`src/core/gpa_map.svh`:
```
// Address map and constants for the port A I/O block
// Assumes an 8-bit processor bus with a 16-bit address, single-cycle access
`ifndef GPA_MAP_SVH
`define GPA_MAP_SVH

//------------------------------------------------------------
// Register addresses
//------------------------------------------------------------
`define GPA_ADDR_DATA      16'h0000
`define GPA_ADDR_DIR       16'h0004
`define GPA_ADDR_PULLUP    16'h000d

//------------------------------------------------------------
// Reset values and field sizes
//------------------------------------------------------------
`define GPA_DIR_RST        8'h00
`define GPA_PULLUP_RST     8'h00
`define GPA_ZERO_BYTE      8'h00
`define GPA_CHAN_LO        5'h08
`define GPA_CHAN_HI        5'h0f

`endif

```
`src/core/gpa_pkg.sv`:
```
// Types shared by the port A I/O block
// Assumes the address map header sits beside it
package gpa_pkg;
	typedef logic [7:0]  gpa_byte_t;
	typedef logic [15:0] gpa_addr_t;
	typedef logic [4:0]  gpa_chan_t;
endpackage

```
`src/core/gpa_port_a.sv`:
```
// Port A I/O logic: data latch, direction, pullup enable, pin sharing
// Assumes pins are resolved outside from out, oe and pullup enables
`timescale 1ns/1ps
`include "gpa_map.svh"

module gpa_port_a
	import gpa_pkg::*;
(
	input  wire logic      sys_clk,
	input  wire logic      srst,
	input  wire gpa_addr_t bus_addr,
	input  wire logic      bus_wr,
	input  wire logic      bus_rd,
	input  wire gpa_byte_t bus_wdata,
	output gpa_byte_t      bus_rdata,
	input  wire gpa_byte_t pin_in,
	output gpa_byte_t      pin_out,
	output gpa_byte_t      pin_oe,
	output gpa_byte_t      pin_pullup_on,
	output gpa_byte_t      pin_analog_sel,
	input  wire gpa_byte_t keypad_irq_enable_bits,
	output gpa_byte_t      keypad_input_pins,
	input  wire logic      converter_enable,
	input  wire gpa_chan_t converter_channel_select
);

	//------------------------------------------------------------
	// State
	//------------------------------------------------------------
	gpa_byte_t port_a_latch_bits_ff;
	gpa_byte_t nxt_port_a_latch_bits;
	gpa_byte_t port_a_direction_bits_ff;
	gpa_byte_t nxt_port_a_direction_bits;
	gpa_byte_t port_a_pullup_enable_ff;
	gpa_byte_t nxt_port_a_pullup_enable;
	// Pin synchroniser stages
	gpa_byte_t pin_meta_ff;
	gpa_byte_t nxt_pin_meta;
	gpa_byte_t pin_sync_ff;
	gpa_byte_t nxt_pin_sync;
	// Read data and keypad level
	gpa_byte_t rdata_ff;
	gpa_byte_t nxt_rdata;
	gpa_byte_t keypad_pins_ff;
	gpa_byte_t nxt_keypad_pins;
	// Decoded strobes and pin control terms
	logic      wr_data_hit;
	logic      wr_dir_hit;
	logic      wr_pullup_hit;
	gpa_byte_t analog_sel;
	gpa_byte_t digital_oe;
	gpa_byte_t digital_pullup;

	//------------------------------------------------------------
	// Helper functions
	//------------------------------------------------------------
	// Decode one analog channel onto a pin mask
	function automatic gpa_byte_t chan_to_mask(input logic en, input gpa_chan_t ch);
		gpa_byte_t m;
		m = `GPA_ZERO_BYTE;
		if (en && ch >= `GPA_CHAN_LO && ch <= `GPA_CHAN_HI)
		begin
			m[3'(ch - `GPA_CHAN_LO)] = 1'b1;
		end
		return m;
	endfunction

	// Write strobe aimed at one register address
	function automatic logic wr_hit(
		input logic      wr,
		input gpa_addr_t addr,
		input gpa_addr_t target
	);
		logic hit;
		hit = wr && (addr == target);
		return hit;
	endfunction

	// outputs read latch, inputs read pin
	function automatic gpa_byte_t port_read(
		input gpa_byte_t dir,
		input gpa_byte_t latch,
		input gpa_byte_t pin
	);
		gpa_byte_t val;
		val = (dir & latch) | (~dir & pin);
		return val;
	endfunction

	//------------------------------------------------------------
	// Pin sampling
	//------------------------------------------------------------
	// Two stages since pins are asynchronous to sys_clk
	always_comb
	begin
		nxt_pin_meta = pin_in;
		nxt_pin_sync = pin_meta_ff;
	end

	// Only the second stage is read by logic
	always_ff @(posedge sys_clk)
	begin
		pin_meta_ff <= nxt_pin_meta;
		pin_sync_ff <= nxt_pin_sync;
	end

	//------------------------------------------------------------
	// Address decode
	//------------------------------------------------------------
	// One strobe per writable register
	assign wr_data_hit   = wr_hit(bus_wr, bus_addr, `GPA_ADDR_DATA);
	assign wr_dir_hit    = wr_hit(bus_wr, bus_addr, `GPA_ADDR_DIR);
	assign wr_pullup_hit = wr_hit(bus_wr, bus_addr, `GPA_ADDR_PULLUP);

	//------------------------------------------------------------
	// Register file
	//------------------------------------------------------------
	// Next values of the software registers, reset folded in for direction and pullup only; the data latch keeps its value
	always_comb
	begin
		nxt_port_a_latch_bits     = port_a_latch_bits_ff;
		nxt_port_a_direction_bits = port_a_direction_bits_ff;
		nxt_port_a_pullup_enable  = port_a_pullup_enable_ff;
		if (wr_data_hit)
		begin
			nxt_port_a_latch_bits = bus_wdata;
		end
		if (wr_dir_hit)
		begin
			nxt_port_a_direction_bits = bus_wdata;
		end
		if (wr_pullup_hit)
		begin
			nxt_port_a_pullup_enable = bus_wdata;
		end
		if (srst)
		begin
			nxt_port_a_direction_bits = `GPA_DIR_RST;
			nxt_port_a_pullup_enable  = `GPA_PULLUP_RST;
		end
	end

	always_ff @(posedge sys_clk)
	begin
		port_a_latch_bits_ff     <= nxt_port_a_latch_bits;
		port_a_direction_bits_ff <= nxt_port_a_direction_bits;
		port_a_pullup_enable_ff  <= nxt_port_a_pullup_enable;
	end

	//------------------------------------------------------------
	// Read path
	//------------------------------------------------------------
	// Read data registered; unmapped addresses read zero
	always_comb
	begin
		nxt_rdata = rdata_ff;
		if (bus_rd)
		begin
			case (bus_addr)
				`GPA_ADDR_DATA:
				begin
					nxt_rdata = port_read(port_a_direction_bits_ff, port_a_latch_bits_ff,
						pin_sync_ff);
				end
				`GPA_ADDR_DIR:
				begin
					nxt_rdata = port_a_direction_bits_ff;
				end
				`GPA_ADDR_PULLUP:
				begin
					nxt_rdata = port_a_pullup_enable_ff;
				end
				default:
				begin
					nxt_rdata = `GPA_ZERO_BYTE;
				end
			endcase
		end
		// Reset wins over a read in the same cycle
		if (srst)
		begin
			nxt_rdata = `GPA_ZERO_BYTE;
		end
	end

	// Holds the last read value until the next read or a reset
	always_ff @(posedge sys_clk)
	begin
		rdata_ff <= nxt_rdata;
	end

	assign bus_rdata = rdata_ff;

	//------------------------------------------------------------
	// Pin control
	//------------------------------------------------------------
	// converter selection overrides digital control
	assign analog_sel = chan_to_mask(converter_enable, converter_channel_select);

	// Digital terms before the analog override
	always_comb
	begin
		digital_oe = port_a_direction_bits_ff;
		digital_pullup = port_a_pullup_enable_ff & ~port_a_direction_bits_ff;
	end

	assign pin_oe         = digital_oe & ~analog_sel;
	assign pin_pullup_on  = digital_pullup & ~analog_sel;
	assign pin_analog_sel = analog_sel;
	// Latch always on pin_out; the pad gates it with oe
	assign pin_out        = port_a_latch_bits_ff;

	//------------------------------------------------------------
	// Keypad path
	//------------------------------------------------------------
	// enabled pins feed keypad
	always_comb
	begin
		nxt_keypad_pins = keypad_irq_enable_bits & pin_sync_ff;
	end

	// Registered so the keypad sees a flop, at one cycle of lag
	always_ff @(posedge sys_clk)
	begin
		keypad_pins_ff <= nxt_keypad_pins;
	end

	assign keypad_input_pins = keypad_pins_ff;

endmodule // gpa_port_a

```
`config.mk`:
```
export PLATFORM = sky130hd
export DESIGN_NAME = gpa_port_a
export DESIGN_NICKNAME = d
export VERILOG_FILES = /design/src/core/gpa_pkg.sv /design/src/core/gpa_port_a.sv
export VERILOG_INCLUDE_DIRS = /design/src /design/src/core
export SDC_FILE = /design/constraint.sdc
export NUM_CORES = 1
export LEC_CHECK = 0
export BUFFER_PORTS_ARGS = -buffer_cell sky130_fd_sc_hd__buf_2
export CAP_MARGIN = 40
export CORE_ASPECT_RATIO = 1.1
export CORE_MARGIN = 4
export CORE_UTILIZATION = 47
export CTS_CLUSTER_SIZE = 25
export DETAILED_ROUTE_END_ITERATION = 7
export HOLD_SLACK_MARGIN = 0.02
export PLACE_DENSITY_LB_ADDON = 0.1
export REMOVE_ABC_BUFFERS = 1
export SLEW_MARGIN = 30
export SYNTH_ARGS = -nofsm -noshare
export SYNTH_HDL_FRONTEND = slang
export SYNTH_SLANG_ARGS = --single-unit
```
`constraint.sdc`:
```
create_clock -name sys_clk -period 3.1 [get_ports sys_clk]
set_input_delay 0.62 -clock sys_clk [delete_from_list [all_inputs] [get_ports sys_clk]]
set_output_delay 0.62 -clock sys_clk [all_outputs]
set_load 0.02 [all_outputs]
```
==> out/qor.yml <==
layout:
  drive_gt1_frac: 0.351
  nFillCells: 426
  diodes: 0
  fin_nets: 369
  final_cell_count_no_fill: 375
  area_growth_pct: 27.5
setup_path:
  r2r-end: "bus_rdata[5]"
  critPathMaxStageDelay_ns: 0.43
  path_max_fanout: 4
  slowest_stage: "nor3_1"
  critical_path.startpoint: "converter_channel_select[4]"
  cp_data_arrival_time_ns: 1.70
  r2r_cells: 4
  path_common_cell: "buf_2"
  worstSetupPathType: "input port to output pin"
  endpoint_kind: "output pin"
  timing.rr.start: "digital_oe[5]"
  crit_path_start_kind: "input port"
  rrSetupSlack_ns: 1.97
  crit_required_ns: 2.48
  path_cells: "buf_2, nand4bb_1, nor3_1, nor3b_1, buf_2"
drt:
  via_per_inst: 5.69
  drc: 0
  finalWirelength_um: 6280
  first_pass_iters: 5
  num_vias: 2133
  drt_iter0_markers: 109
  wl_per_cell_um: 16.8
  met2_length_um: 2940
  met3_length_um: 657
  routed.top_layer: "met4"
  antenna_left: 0
  drt-met1-wl_um: 2520
logic_synthesis:
  synth_most_common_cell: "dfxtp_1"
  netlist.top_cell.by_area: "dfxtp_1"
  synthFlopType: "dfxtp_1"
  ys_seq_elements: 56
  synth_cell_types: 32
  synth_top_area_share: 0.431
  ys_async_sr_fraction: 0
  synth_edf_count: 8
  synth_area_mm2: 0.00223
  avgSynthCellArea_um2: 10.0
  synth_area_leaders: "dfxtp_1, edfxtp_1, and2_1, a21oi_1, mux2i_1"
  synth_commonest_cells: "dfxtp_1, and2_1"
  seq_area_frac_synth: 0.539
  syn_inst: 222
  yosysWarnings: 0
min_path:
  hold_class: "register to register"
  hold_start: "nxt_pin_sync[1]"
  holdPathEnd: "pin_sync_ff[1]"
  min_path_cells: 0
die:
  ioPinCount: 98
  die-area_mm2: 0.00591
  rows: 26
  initial_core_util: 0.482
  die_w_um: 73.7
  dieHeight_um: 80.2
  coreArea_mm2: 0.00462
timing:
  period_share: 0.747
  tightest_slew_ns: 0.729
  rsz0062_at_grt: "no"
  fin_crit_ns: 2.32
  setup-violations-final: 0
  setup_tns_ns: 0
  slew_violations: 0
  fmax_mhz: 432
  finClkSkew_ns: 0.00136
  whs_ns: 0.333
  slew_headroom: 0.512
  final_hold_viol_count: 0
clock_tree:
  h-tree-depth: 2
  cts.reportedPaths.clkPinSlew_ns: 0.09
  cts_sinks: 56
  cts_resized: 0
  cts_hold_buffers: 0
  cts_tree: "done"
  cts_buffers: 5
  clk_latency_ns: 0.30
  root_buffer: "clkbuf_8"
  post_cts_buffers: 0
  clockBufferDepth: 2
run:
  drv_cap: 0
global_routing:
  grt_pass1_vias: 1916
  grt_pass1_wl_um: 9670
  antenna_found_initial: 0
  grtUsageTotal: 0.219
  overflow: 0
  grt_max_degree: 19
pwr:
  ir_worst_vdd_uv: 190
  p_per_area_mw_per_mm2: 427
  p_leak_uw: 0.00118
placement:
  port_buffers: 97
  dp_hpwl_um: 4640
  gp_routability_congestion: 0.851
  dpl.cell_count: 368
run_status:
  outcome: "finished clean"
## flip-flops by register name, summed over array words and instances, names as in the netlist
signal and cells:
nxt_pin_sync 8, port_a_pullup_enable_ff 8, digital_oe 8, keypad_input_pins 8
bus_rdata 8, pin_sync_ff 8, pin_out 8
## worst max-delay path: cells and delay by family
kind,cells,cell delay (ns)
AND/OR/NAND/NOR,3,0.81
buffers and inverters,2,0.27
## stage by stage
stage	setup slack, ns	total power (µW)	area [µm²]	utilization
detailed placement	0.708	862	2760	0.598
finish	0.783	1210	2840	0.615
floorplan	0.761	803	2190	-
global route	0.695	1260	2840	0.615
CTS	0.804	1220	2840	0.615
global placement	0.746	859	2760	0.598
## placed cells by master, fill, tap and decap left out, drive strengths merged, types with 9 or more instances in the layout
master	n
a21oi	16
and2	17
buf	99
dfxtp	48
nand3	11
nand4	9
nor2	16
o21ai	32
## layout make-up
class                      count  area (µm²)  area share
clock buffer                   6        72.6      0.0255
clock inverter                 1        5.00     0.00176
inverter                       1        3.75     0.00132
multi-input combinational    156         988       0.348
sequential                    56        1200       0.423
tap                           56        70.1      0.0247
timing repair buffer          99         500       0.176
## cell families after synthesis
kind of cell           Yosys count  share of synthesized area
AOI/OAI and AO/OA               57                      0.149
buffers and inverters           10                     0.0174
DFF                             56                      0.539
muxes                            8                     0.0359
and+or+nand+nor                 91                      0.259
## layer usage
layer	track usage	vias up
met5	0	-
met3	0.0438	13
met1	0.295	984
met4	0.0906	0
met2	0.339	125
li1	-	1011
## report_power, final
part,internal (µW),switching (µW),total [µW],leakage (µW)
clock network,154,216,370,0.0000410
logic,36.9,51.6,88.5,0.000676
registers,751,4.64,756,0.000467
## how the worst max path moves through the flow
| stage | cells after the start | endpoint |
|---|---|---|
| 2_1_floorplan | 3 | pin_out[0] |
| 3_3_place_gp | 5 | bus_rdata[5] |
| 3_5_place_dp | 5 | bus_rdata[7] |
| 4_1_cts | 5 | pin_pullup_on[0] |
| 5_1_grt | 5 | pin_pullup_on[0] |
| 6_report | 5 | pin_pullup_on[0] |
Power figures use the tool's default switching activity.
